`config.mk`:
```
export PLATFORM = sky130hd
export DESIGN_NAME = duhp_top
export DESIGN_NICKNAME = d
export VERILOG_FILES = /design/src/rtl/duhp_pkg.sv /design/src/rtl/duhp_top.sv
export VERILOG_INCLUDE_DIRS = /design/src /design/src/rtl
export SDC_FILE = /design/constraint.sdc
export NUM_CORES = 1
export LEC_CHECK = 0
export BUFFER_PORTS_ARGS = -buffer_cell sky130_fd_sc_hd__buf_2
export CORE_MARGIN = 2
export CORE_UTILIZATION = 54
export DETAILED_ROUTE_END_ITERATION = 6
export PLACE_DENSITY = 0.78
export SLEW_MARGIN = 20
export SYNTH_ARGS = -nofsm -noshare
export SYNTH_HDL_FRONTEND = slang
export SYNTH_SLANG_ARGS = --single-unit
```
`constraint.sdc`:
```
create_clock -name clk_i -period 12.2 [get_ports clk_i]
set_input_delay 2.44 -clock clk_i [delete_from_list [all_inputs] [get_ports clk_i]]
set_output_delay 2.44 -clock clk_i [all_outputs]
set_load 0.02 [all_outputs]
```
`src/rtl/duhp_defs.svh`:
```
// Constants for the dual UART host bus pin block.
`ifndef DUHP_DEFS_SVH
`define DUHP_DEFS_SVH
`define DUHP_ADDR_MODE 4'h0
`define DUHP_ADDR_STAT_A 4'h1
`define DUHP_ADDR_THRA 4'h3
`define DUHP_ADDR_MASK 4'h5
`define DUHP_ADDR_IRQ_STAT 4'h5
`define DUHP_ADDR_MODE_B 4'h8
`define DUHP_ADDR_STAT_B 4'h9
`define DUHP_ADDR_THRB 4'hb
`define DUHP_ADDR_PORT_CFG 4'hd
`define DUHP_ADDR_OPSET 4'he
`define DUHP_ADDR_OPCLR 4'hf
`define DUHP_SR_TXRDY 2
`define DUHP_IRQ_TXA 0
`define DUHP_IRQ_RXA 1
`define DUHP_IRQ_TXB 4
`define DUHP_IRQ_RXB 5
`define DUHP_DIV_RESET 8'h0a
`define DUHP_BYTE_ZERO 8'h00
`endif

```
`src/rtl/duhp_pkg.sv`:
```
// Types for the dual UART host bus pin block.
`default_nettype none
package duhp_pkg;
    // Bus access phases of the strobe handler.
    typedef enum logic [1:0] {
        DUHP_IDLE,
        DUHP_READ,
        DUHP_WRITE
    } duhp_bus_t;
    // Transmitter state: ten bit times per frame.
    typedef struct packed {
        logic busy;
        logic [9:0] shift;
        logic [3:0] left;
        logic [7:0] div;
    } duhp_tx_t;
    // Whole module state.
    typedef struct packed {
        duhp_bus_t bus;
        logic [3:0] addr;
        logic [7:0] wdata;
        logic [7:0] rdata;
        logic [1:0] mr_ptr;
        logic [7:0] irq_mask;
        logic [7:0] irq_stat;
        logic [7:0] port_val;
        logic [7:0] port_cfg;
        logic [7:0] stat_a;
        logic [7:0] stat_b;
        duhp_tx_t txa;
        duhp_tx_t txb;
        logic [2:0] ws;
        logic [2:0] rs;
        logic [2:0] cs;
    } duhp_state_t;
endpackage : duhp_pkg
`default_nettype wire

```
`src/rtl/duhp_top.sv`:
```
// Dual UART host bus pins: strobe bus, reset effects, interrupt and serial outputs.
// Functional notes
// - Eight bit data bus, bit zero LSB.
// - Chip select high floats the data bus.
// - Write captured, completes on strobe rising edge.
// - Read drives addressed register from strobe fall.
// - Reset clears status, mask, port registers.
// - Reset drives port high, lines mark.
// - Reset returns mode pointer to first.
// - Open drain interrupt low on unmasked condition.
// - Transmitters send data LSB first.
// - Transmit line mark when idle or looped.
// - Pins zero, one: output only.
// - Pin two: output or channel A clocks.
// - Pin three: output, timer or B clocks.
// - Pins four to six mirror interrupt bits.
// - Pin seven mirrors transmitter B interrupt.
`timescale 1ns/100ps
`default_nettype none
`include "duhp_defs.svh"
module duhp_top
    import duhp_pkg::*;
#(
    parameter logic [7:0] BIT_DIV = `DUHP_DIV_RESET
) (
    input wire logic clk_i,
    input wire logic reset_i,
    input wire logic chip_select_n_i,
    input wire logic write_strobe_n_i,
    input wire logic read_strobe_n_i,
    input wire logic [3:0] addr_i,
    input wire logic [7:0] data_i,
    output logic [7:0] data_o,
    output logic [7:0] data_oe_n_o,
    input wire logic serial_in_a_i,
    input wire logic serial_in_b_i,
    input wire logic loopback_a_i,
    input wire logic loopback_b_i,
    input wire logic [7:0] events_i,
    input wire logic timer_out_i,
    input wire logic [3:0] ext_clk_i,
    output logic serial_out_a_o,
    output logic serial_out_b_o,
    output logic irq_request_o,
    output logic irq_request_oe_n_o,
    output logic [7:0] out_pin_o,
    output logic [7:0] out_pin_oe_n_o,
    output logic [1:0] mode_reg_pointer_o
);
    // Registered state and its next value.
    duhp_state_t s_q;
    duhp_state_t s_d;
    // Synchronisers for the asynchronous strobes and serial inputs.
    logic [2:0] str_m_q;
    logic [2:0] str_s_q;
    logic [1:0] rx_m_q;
    logic [1:0] rx_s_q;
    logic [3:0] ec_m_q;
    logic [3:0] ec_s_q;
    logic [3:0] ec_d_q;
    logic [11:0] ad_m_q; // Data and address pins, first stage.
    logic [11:0] ad_s_q; // Second stage, aligned with the strobes so both arrive together.
    logic selected;
    logic rd_act;
    logic wr_rise;
    logic [3:0] ec_rise;
    logic [3:0] ec_fall;

    // Register file read mux, shared by the read path.
    function automatic logic [7:0] rd_mux(input duhp_state_t st, input logic [3:0] a);
        case (a)
            `DUHP_ADDR_STAT_A: rd_mux = st.stat_a;
            `DUHP_ADDR_STAT_B: rd_mux = st.stat_b;
            `DUHP_ADDR_IRQ_STAT: rd_mux = st.irq_stat;
            `DUHP_ADDR_PORT_CFG: rd_mux = st.port_cfg;
            default: rd_mux = `DUHP_BYTE_ZERO;
        endcase
    endfunction : rd_mux

    // One bit time step of a transmitter, LSB first after the start bit.
    function automatic duhp_tx_t tx_step(input duhp_tx_t t, input logic go,
                                         input logic [7:0] b, input logic tick);
        tx_step = t;
        if (!t.busy && go) begin
            tx_step.busy = 1'b1;
            tx_step.shift = {1'b1, b, 1'b0};
            tx_step.left = 4'd10;
            tx_step.div = BIT_DIV;
        end else if (t.busy && tick) begin
            if (t.div == `DUHP_BYTE_ZERO) begin
                tx_step.div = BIT_DIV;
                tx_step.shift = {1'b1, t.shift[9:1]};
                tx_step.left = t.left - 4'd1;
                tx_step.busy = (t.left != 4'd1);
            end else begin
                tx_step.div = t.div - 8'd1;
            end
        end
    endfunction : tx_step

    // Two-flop synchronisers; only the second stage feeds logic, except the third ext clock stage ec_d_q used for edges.
    always_ff @(posedge clk_i or posedge reset_i) begin
        if (reset_i) begin
            str_m_q <= 3'b111;
            str_s_q <= 3'b111;
            rx_m_q <= 2'b11;
            rx_s_q <= 2'b11;
            ec_m_q <= 4'h0;
            ec_s_q <= 4'h0;
            ec_d_q <= 4'h0;
            ad_m_q <= 12'h000;
            ad_s_q <= 12'h000;
        end else begin
            str_m_q <= {chip_select_n_i, read_strobe_n_i, write_strobe_n_i};
            str_s_q <= str_m_q;
            rx_m_q <= {serial_in_b_i, serial_in_a_i};
            rx_s_q <= rx_m_q;
            ec_m_q <= ext_clk_i;
            ec_s_q <= ec_m_q;
            ec_d_q <= ec_s_q;
            ad_m_q <= {data_i, addr_i};
            ad_s_q <= ad_m_q;
        end
    end

    assign ec_rise = ec_s_q & ~ec_d_q;
    assign ec_fall = ~ec_s_q & ec_d_q;
    assign selected = ~str_s_q[2];
    assign rd_act = selected & ~str_s_q[1];
    // Write completes when the strobe rises while the access was a write.
    assign wr_rise = str_s_q[0] & (s_q.bus == DUHP_WRITE);

    // Next-state logic for the bus, registers and transmitters.
    always_comb begin
        s_d = s_q;
        s_d.ws = str_s_q;
        s_d.rs = {1'b0, rx_s_q};
        s_d.cs = {ec_rise[2:0]};
        // Hardware events set sticky interrupt status; the transmitter bits follow the ready flags instead.
        s_d.irq_stat = s_q.irq_stat | events_i;
        s_d.irq_stat[`DUHP_IRQ_TXA] = ~s_q.txa.busy;
        s_d.irq_stat[`DUHP_IRQ_TXB] = ~s_q.txb.busy;
        s_d.stat_a[`DUHP_SR_TXRDY] = ~s_q.txa.busy;
        s_d.stat_b[`DUHP_SR_TXRDY] = ~s_q.txb.busy;
        case (s_q.bus)
            DUHP_IDLE: begin
                // Both strobes together is illegal; read is favoured then.
                if (rd_act) begin
                    s_d.bus = DUHP_READ;
                    s_d.rdata = rd_mux(s_q, ad_s_q[3:0]);
                end else if (selected && !str_s_q[0]) begin
                    s_d.bus = DUHP_WRITE;
                    s_d.addr = ad_s_q[3:0];
                    s_d.wdata = ad_s_q[11:4];
                end
            end
            DUHP_READ: begin
                if (!rd_act) begin
                    s_d.bus = DUHP_IDLE;
                end
            end
            DUHP_WRITE: begin
                // Keep tracking data until the strobe rises.
                if (!str_s_q[0]) begin
                    s_d.wdata = ad_s_q[11:4];
                    s_d.addr = ad_s_q[3:0];
                end else begin
                    s_d.bus = DUHP_IDLE;
                end
            end
            default: s_d.bus = DUHP_IDLE;
        endcase
        s_d.txa = tx_step(s_q.txa, wr_rise && s_q.addr == `DUHP_ADDR_THRA, s_q.wdata, 1'b1);
        s_d.txb = tx_step(s_q.txb, wr_rise && s_q.addr == `DUHP_ADDR_THRB, s_q.wdata, 1'b1);
        if (wr_rise) begin
            case (s_q.addr)
                `DUHP_ADDR_MODE: s_d.mr_ptr = (s_q.mr_ptr == 2'd1) ? 2'd2 : s_q.mr_ptr;
                `DUHP_ADDR_MASK: s_d.irq_mask = s_q.wdata;
                `DUHP_ADDR_PORT_CFG: s_d.port_cfg = s_q.wdata;
                `DUHP_ADDR_OPSET: s_d.port_val = s_q.port_val | s_q.wdata;
                `DUHP_ADDR_OPCLR: s_d.port_val = s_q.port_val & ~s_q.wdata;
                default: s_d.addr = s_q.addr;
            endcase
        end
    end

    // State register; reset clears status, mask and port registers.
    always_ff @(posedge clk_i or posedge reset_i) begin
        if (reset_i) begin
            s_q <= '0;
            s_q.mr_ptr <= 2'd1;
            s_q.txa.shift <= 10'h3ff;
            s_q.txb.shift <= 10'h3ff;
            s_q.ws <= 3'b111;
        end else begin
            s_q <= s_d;
        end
    end

    // Data bus drives only during a selected read.
    assign data_o = s_q.rdata;
    assign data_oe_n_o = (s_q.bus == DUHP_READ && rd_act) ? 8'h00 : 8'hff;

    // Transmit lines sit at mark when idle or looped back.
    assign serial_out_a_o = (loopback_a_i || !s_q.txa.busy) ? 1'b1 : s_q.txa.shift[0];
    assign serial_out_b_o = (loopback_b_i || !s_q.txb.busy) ? 1'b1 : s_q.txb.shift[0];

    // Open-drain request pulls low on any unmasked condition.
    assign irq_request_o = 1'b0;
    assign irq_request_oe_n_o = ~|(s_q.irq_stat & s_q.irq_mask);

    // Port pins are the complement of the value register unless port_cfg selects another source; reset makes all high.
    always_comb begin
        out_pin_o = ~s_q.port_val;
        out_pin_oe_n_o = 8'h00;
        out_pin_o[0] = ~s_q.port_val[0];
        out_pin_o[1] = ~s_q.port_val[1];
        out_pin_o[2] = s_q.port_cfg[0] ? ec_s_q[0] : ~s_q.port_val[2];
        if (s_q.port_cfg[3:2] == 2'b01) begin
            out_pin_o[3] = 1'b0;
            out_pin_oe_n_o[3] = timer_out_i;
        end else if (s_q.port_cfg[3:2] != 2'b00) begin
            out_pin_o[3] = ec_s_q[2];
        end
        if (s_q.port_cfg[4]) begin
            out_pin_o[4] = 1'b0;
            out_pin_oe_n_o[4] = ~s_q.irq_stat[`DUHP_IRQ_RXA];
        end
        if (s_q.port_cfg[5]) begin
            out_pin_o[5] = 1'b0;
            out_pin_oe_n_o[5] = ~s_q.irq_stat[`DUHP_IRQ_RXB];
        end
        if (s_q.port_cfg[6]) begin
            out_pin_o[6] = 1'b0;
            out_pin_oe_n_o[6] = ~s_q.irq_stat[`DUHP_IRQ_TXA];
        end
        if (s_q.port_cfg[7]) begin
            out_pin_o[7] = 1'b0;
            out_pin_oe_n_o[7] = ~s_q.irq_stat[`DUHP_IRQ_TXB];
        end
    end

    assign mode_reg_pointer_o = s_q.mr_ptr;

    // Synchronised serial inputs and clock edges feed no logic; folded here only to keep them used.
    logic unused_rx;
    assign unused_rx = ^{s_q.rs, s_q.cs, ec_fall[3], ec_rise[3]};
endmodule : duhp_top
`default_nettype wire

```
==> impl_metrics.py, run 1 <==
metrics = {
    "run_status": {
        "status": "finished clean",
    },
    "finish": {
        "antenna-diode-count": 0,
        "drive_above_1_share": 0.332,
        "fin_area_mm2": 0.00647,
        "fin_util": 0.632,
        "fill_cells": 784,
        "nets": 539,
        "area_growth_pct": 14.7,
    },
    "placed_design": {
        "placed_area_mm2": 0.00592,
        "post-dp-hpwl_um": 7330,
        "place.gp.congestion": 0.739,
        "portBuffers": 61,
    },
    "route": {
        "wirelength_um": 10900,
        "via_per_inst": 5.62,
        "ant_nets": 0,
        "drt_iter0_drc": 187,
        "drt-pass1-iter-count": 4,
        "route.detailed.drc": 0,
        "num_vias": 3640,
        "wire_per_inst_um": 16.8,
    },
    "timing": {
        "fin_setup_tns_ns": 0,
        "setup_viol": 0,
        "worst_pin_slew_ns": 1.02,
        "min_period_ns": 5.46,
        "slew_headroom": 0.320,
        "slew_violations": 0,
        "fin_crit_sh": 0.448,
        "max_freq_ghz": 0.183,
        "rsz0062_at_grt": "no",
        "hold_slack_ns": 0.345,
        "hold_viol_final": 0,
        "finClkSkew_ns": 0.00662,
    },
    "clocking": {
        "clk_path_buf_depth": 2,
        "tritoncts": "yes",
        "cts_resized": 0,
        "hold_buffers": 0,
        "h-tree-depth": 4,
        "cts_buffers": 17,
        "cts_root_buffer": "clkbuf_8",
        "cts_setup_buffers": 0,
        "clock_sinks": 136,
        "worstSkewPairLatency_ns": 0.53,
        "cts.clk_slew.worst_paths_ns": 0.06,
    },
    "die": {
        "fp.dieW_um": 106,
        "die_h_um": 106,
        "top_level_ports": 72,
        "num_rows": 37,
        "start_util": 0.551,
        "die_area_mm2": 0.0113,
        "core_mm2": 0.0102,
    },
    "global_routing": {
        "grt_start_max_net_pins": 73,
        "use_met2": 0.337,
        "grt_pass1_wl_um": 18100,
        "met1_usage": 0.269,
        "overflow": 0,
        "grt_antenna_before_repair": 0,
        "grt.total_usage": 0.209,
        "grt.busiest_layer": "met2",
        "grt_use_met3": 0.0681,
        "grt_pass1_vias": 3676,
    },
    "run": {
        "cap_violations": 0,
    },
    "worst_setup_path": {
        "critPathCaptureType": "primary output",
        "crit_required_ns": 9.76,
        "cp.arrival_ns": 3.02,
        "worst-setup-path-type": "in -> out",
        "rr_worst_depth": 6,
        "crit_path_start_kind": "input pin",
        "crit_fanout": 1,
    },
    "synthesis": {
        "async_flop_share": 1.00,
        "ys_seq_area_frac": 0.609,
        "netlist_area_mm2": 0.00564,
        "synth_top_area_share": 0.484,
        "yosys_warnings": 0,
        "netlist_instances": 448,
        "yosys-top-cells-count": "dfrtp_1 (109), mux2_2 (29), dfstp_2 (27)",
        "ys.flop_type": "dfrtp_1",
        "ys_ff_latch": 136,
        "synthTopCellsByArea": "dfrtp_1 (48%), dfstp_2 (13%), mux2_2 (5.8%), a22o_1 (3.0%), buf_4 (2.8%)",
        "post-synth-top-count-cell": "dfrtp_1",
        "synth_cell_types": 59,
        "yosys.area.top_type": "dfrtp_1",
        "synth_edf_count": 0,
        "syn_area_per_cell_um2": 12.6,
    },
    "power": {
        "power-per-cell-area_mw_per_mm2": 212,
        "p_leak_nw": 3.06,
        "vdd_drop_max_mv": 0.187,
    },
    "hold_path": {
        "hp-class": "reg -> reg",
        "min_path_cells": 0,
    },
}
## through the flow
stage	instances	power, mW	worst slack (ns)
after global routing	648	1.44	6.71
after floorplan	451	0.830	6.17
final	648	1.37	6.74
after detailed placement	616	0.909	6.74
after global placement	616	0.887	6.74
after CTS	648	1.38	6.74
## worst paths after layout
check	end	from	slack [ns]
min in group asynchronous	s_q[120]	reset_i	2.05
min	ad_s_q[1]	ad_m_q[1]	0.35
max in group asynchronous	s_q[19]	reset_i	8.76
min reg2reg	ad_s_q[1]	ad_m_q[1]	0.35
max	serial_out_b_o	loopback_b_i	6.74
max reg2reg	s_q[19]	s_q[9]	9.78
## kinds of logic (layout without fill, tap and decap cells)
group / count (synthesis) / count (layout) / share of synthesized area
AO/OA/AOI/OAI: 105 / 105 / 0.134
XOR/XNOR: 3 / 3 / 0.00466
multiplexers: 38 / 38 / 0.0748
buffers and inverters: 51 / 112 / 0.0519
other: 1 / 4 / 0.000665
AND/OR/NAND/NOR: 108 / 108 / 0.112
adder cells (fa/ha/maj): 6 / 6 / 0.0133
flip-flops: 136 / 136 / 0.609
## power breakdown
| group | internal, mW | switching, mW |
|---|---|---|
| logic | 0.119 | 0.132 |
| clock network | 0.257 | 0.211 |
| registers | 0.552 | 0.0985 |
## worst max-delay path: stages
cell,delay (ns)
buf_2,0.09
or3_1,0.33
buf_2,0.16
## state kept, by name (all words and copies together) (netlist names), named ones only
register	cells
str_m_q	3
s_q	84
ec_s_q	2
str_s_q	3
ad_m_q	12
data_o	8
mode_reg_pointer_o	2
ec_m_q	2
ad_s_q	12
## placed cells by master, fill, tap and decap left out, types with 3 or more instances in the layout
cell type	n
inv_1	13
a22o_1	19
inv_6	8
o2bb2ai_1	3
nand2_1	24
buf_4	4
nand2b_1	4
mux2_2	29
nor4_1	3
nor3_1	10
nor3b_1	5
clkbuf_16	16
or3_1	6
a21o_1	18
buf_2	61
nand3_1	4
a31oi_1	11
a21oi_1	14
nor2_1	17
o31ai_1	8
dfstp_2	27
or2_2	6
nor2_2	3
o31a_1	3
a22oi_1	6
o21ai_0	10
and3_1	6
dfrtp_1	109
mux2i_1	8
conb_1	4
ha_1	6
nor2b_1	7
a211o_1	3
## area by class of cell
cell class | instances | area, um^2 | share of cell area
well taps | 136 | 170 | 0.0263
clock buffers | 17 | 414 | 0.0640
clock inverters | 15 | 130 | 0.0201
multi-input cells | 264 | 1920 | 0.297
repair buffers | 65 | 335 | 0.0518
flip-flops and latches | 136 | 3440 | 0.531
inverters | 15 | 58.8 | 0.00909
## layer usage
layer | vias up | share of wire
li1 | 1691 | -
met1 | 1850 | 0.43
met2 | 86 | 0.50
met3 | 13 | 0.052
met4 | 0 | 0.013
met5 | - | 0
Power figures use the tool's default switching activity.
==> run 2: changes to the inputs <==
- ABC_AREA: default -> 1
- clock period: 12.2 -> 5.24 ns (I/O delays scaled with it)
==> run 2 against run 1 <==
Effect of this change: combinational power grew to 3.9 times the previous value; critical path type is now reg -> out; die area increased by 4.8%; largest cell class unchanged; final cell count grew 33%; total power rose to 2.7 times the previous value; utilization decreased by 0.82 points; clock skew is 0.0042 ns higher; design area up 4.1%.
==> impl_metrics.py, run 2 <==
metrics = {
    "synthesis": {
        "yosys-top-cells-count": "nand2_1 (184), dfrtp_1 (109), nand3_1 (82)",
        "ys.flop_type": "dfrtp_1",
        "synth_cell_types": 36,
        "ys_seq_area_frac": 0.580,
        "netlist_instances": 659,
        "async_flop_share": 1.00,
        "netlist_area_mm2": 0.00592,
        "synthTopCellsByArea": "dfrtp_1 (46%), dfstp_2 (12%), nand2_1 (12%), nand3_1 (6.9%), o21ai_0 (4.3%)",
        "yosys.area.top_type": "dfrtp_1",
        "ys_ff_latch": 136,
        "synth_top_area_share": 0.460,
        "yosys_warnings": 0,
        "syn_area_per_cell_um2": 8.99,
        "post-synth-top-count-cell": "nand2_1",
        "synth_edf_count": 0,
    },
    "finish": {
        "fin_util": 0.624,
        "reg.largest.list": "s_q (84), ad_m_q (12), ad_s_q (12)",
        "nets": 748,
        "fin_area_mm2": 0.00674,
        "largest_reg_flops": 84,
        "regMostFlops": "s_q",
        "drive_above_1_share": 0.200,
        "antenna-diode-count": 0,
        "area_growth_pct": 13.7,
        "final_common_cell": "nand2_1",
        "final_cell_mix": "nand2_1 (184), dfrtp_1 (109), nand3_1 (82)",
        "fill_cells": 867,
    },
    "global_routing": {
        "grt.total_usage": 0.226,
        "grt_start_max_net_pins": 58,
        "overflow": 0,
        "grt_pass1_wl_um": 20700,
        "grt_antenna_before_repair": 0,
        "grt_pass1_vias": 4368,
    },
    "route": {
        "wirelength_um": 12200,
        "drt-pass1-iter-count": 4,
        "ant_nets": 0,
        "via_per_inst": 5.32,
        "wire_per_inst_um": 14.2,
        "drt_iter0_drc": 428,
        "route.detailed.drc": 0,
        "num_vias": 4583,
    },
    "timing": {
        "finClkSkew_ns": 0.0108,
        "fin_setup_tns_ns": 0,
        "worst_pin_slew_ns": 0.684,
        "max_freq_ghz": 0.304,
        "rsz0062_at_grt": "no",
        "min_period_ns": 3.29,
        "slew_headroom": 0.544,
        "setup_viol": 0,
        "hold_slack_ns": 0.347,
        "slew_violations": 0,
        "hold_viol_final": 0,
        "fin_crit_sh": 0.628,
    },
    "die": {
        "die_h_um": 109,
        "fp.dieW_um": 109,
        "top_level_ports": 72,
        "die_area_mm2": 0.0118,
        "start_util": 0.549,
        "num_rows": 38,
        "core_mm2": 0.0108,
    },
    "clocking": {
        "cts_root_buffer": "clkbuf_8",
        "cts_resized": 0,
        "cts_buffers": 17,
        "clock_sinks": 136,
        "tritoncts": "yes",
        "clk_path_buf_depth": 2,
        "cts_setup_buffers": 0,
        "hold_buffers": 0,
        "worstSkewPairLatency_ns": 0.52,
        "cts.clk_slew.worst_paths_ns": 0.06,
        "h-tree-depth": 4,
    },
    "worst_setup_path": {
        "timing.rr.end": "s_q[41]",
        "critPathCaptureType": "primary output",
        "cp_num_buf_inv": 2,
        "crit_required_ns": 4.19,
        "cp_num_cells": 3,
        "cp.arrival_ns": 2.24,
        "crit_family": "flip-flops",
        "crit_end": "serial_out_a_o",
        "regToRegStartpoint": "s_q[32]",
        "crit_path_start": "s_q[54]",
        "cp_cell_sequence": "inv_1, or3_1, buf_2",
        "max_stage_delay_ns": 0.73,
        "crit_path_start_kind": "flop",
        "critPathSlowestCell": "dfrtp_1",
        "worst-setup-path-type": "reg -> out",
        "reg2reg_slack_ns": 3.21,
        "rr_worst_depth": 7,
        "crit_fanout": 19,
    },
    "run": {
        "cap_violations": 0,
    },
    "run_status": {
        "status": "finished clean",
    },
    "power": {
        "finalPower_mw": 3.70,
        "power-per-cell-area_mw_per_mm2": 549,
        "vdd_drop_max_mv": 0.279,
        "p_leak_nw": 3.29,
    },
    "placed_design": {
        "place.gp.congestion": 0.860,
        "placed_area_mm2": 0.00620,
        "portBuffers": 61,
        "post-dp-hpwl_um": 8210,
    },
    "hold_path": {
        "hp-class": "reg -> reg",
    },
}
[run 2: changes by cell type after synthesis, moves of 17 or more]
cell,before,now
nand2_1,24,184
nand3_1,4,82
inv_1,14,62
o21ai_0,10,51
mux2_2,29,0
nor2_1,18,47
a22o_1,19,0
a21o_1,18,1
[run 2: cell type report]
cell class              instances  area, um^2  share of cell area
clock buffers                  21         449              0.0667
well taps                     140         175              0.0260
clock inverters                11        90.1              0.0134
multi-input cells             424        2010               0.298
repair buffers                 64         328              0.0487
flip-flops and latches        136        3440               0.510
inverters                      65         246              0.0366
[run 2: kinds of logic (layout without fill, tap and decap cells)]
kind of cell,Yosys count,in the layout,synth area share
flops,136,136,0.580
buf+inv,102,161,0.0824
simple gates,348,348,0.264
fa+ha+maj,6,6,0.0127
compound gates,62,62,0.0543
other cells,1,4,0.000633
xor+xnor,4,4,0.00592
[run 2: worst min path at each step]
stage / start / endpoint / slack, ns / cells past startpoint
after CTS: ad_m_q[6] / ad_s_q[6] / 0.35 / 0
after global routing: ad_m_q[7] / ad_s_q[7] / 0.36 / 0
after global placement: ec_m_q[0] / ec_s_q[0] / 0.33 / 0
final: ad_m_q[6] / ad_s_q[6] / 0.35 / 0
after floorplan: ad_m_q[0] / ad_s_q[0] / 0.33 / 0
after detailed placement: ad_m_q[6] / ad_s_q[6] / 0.34 / 0
[run 2: power breakdown]
part	internal, mW	leakage [nW]	switching, mW
clock	0.614	0.253	0.465
combinational	0.332	1.40	0.642
sequential	1.38	1.64	0.267
[run 2: per-layer routing]
metal	global-route usage	vias up	routed length [um]
met3	0.0562	16	628
met2	0.366	140	6090
met4	0.0678	0	146
met1	0.304	2250	5360
met5	0	-	0
li1	-	2177	-
[run 2: through the flow]
| step | worst slack [ns] | instances |
|---|---|---|
| finish | 1.95 | 861 |
| global placement | 2.54 | 829 |
| CTS | 1.96 | 861 |
| detailed placement | 2.52 | 829 |
| global route | 1.77 | 861 |
| floorplan | 0.597 | 662 |
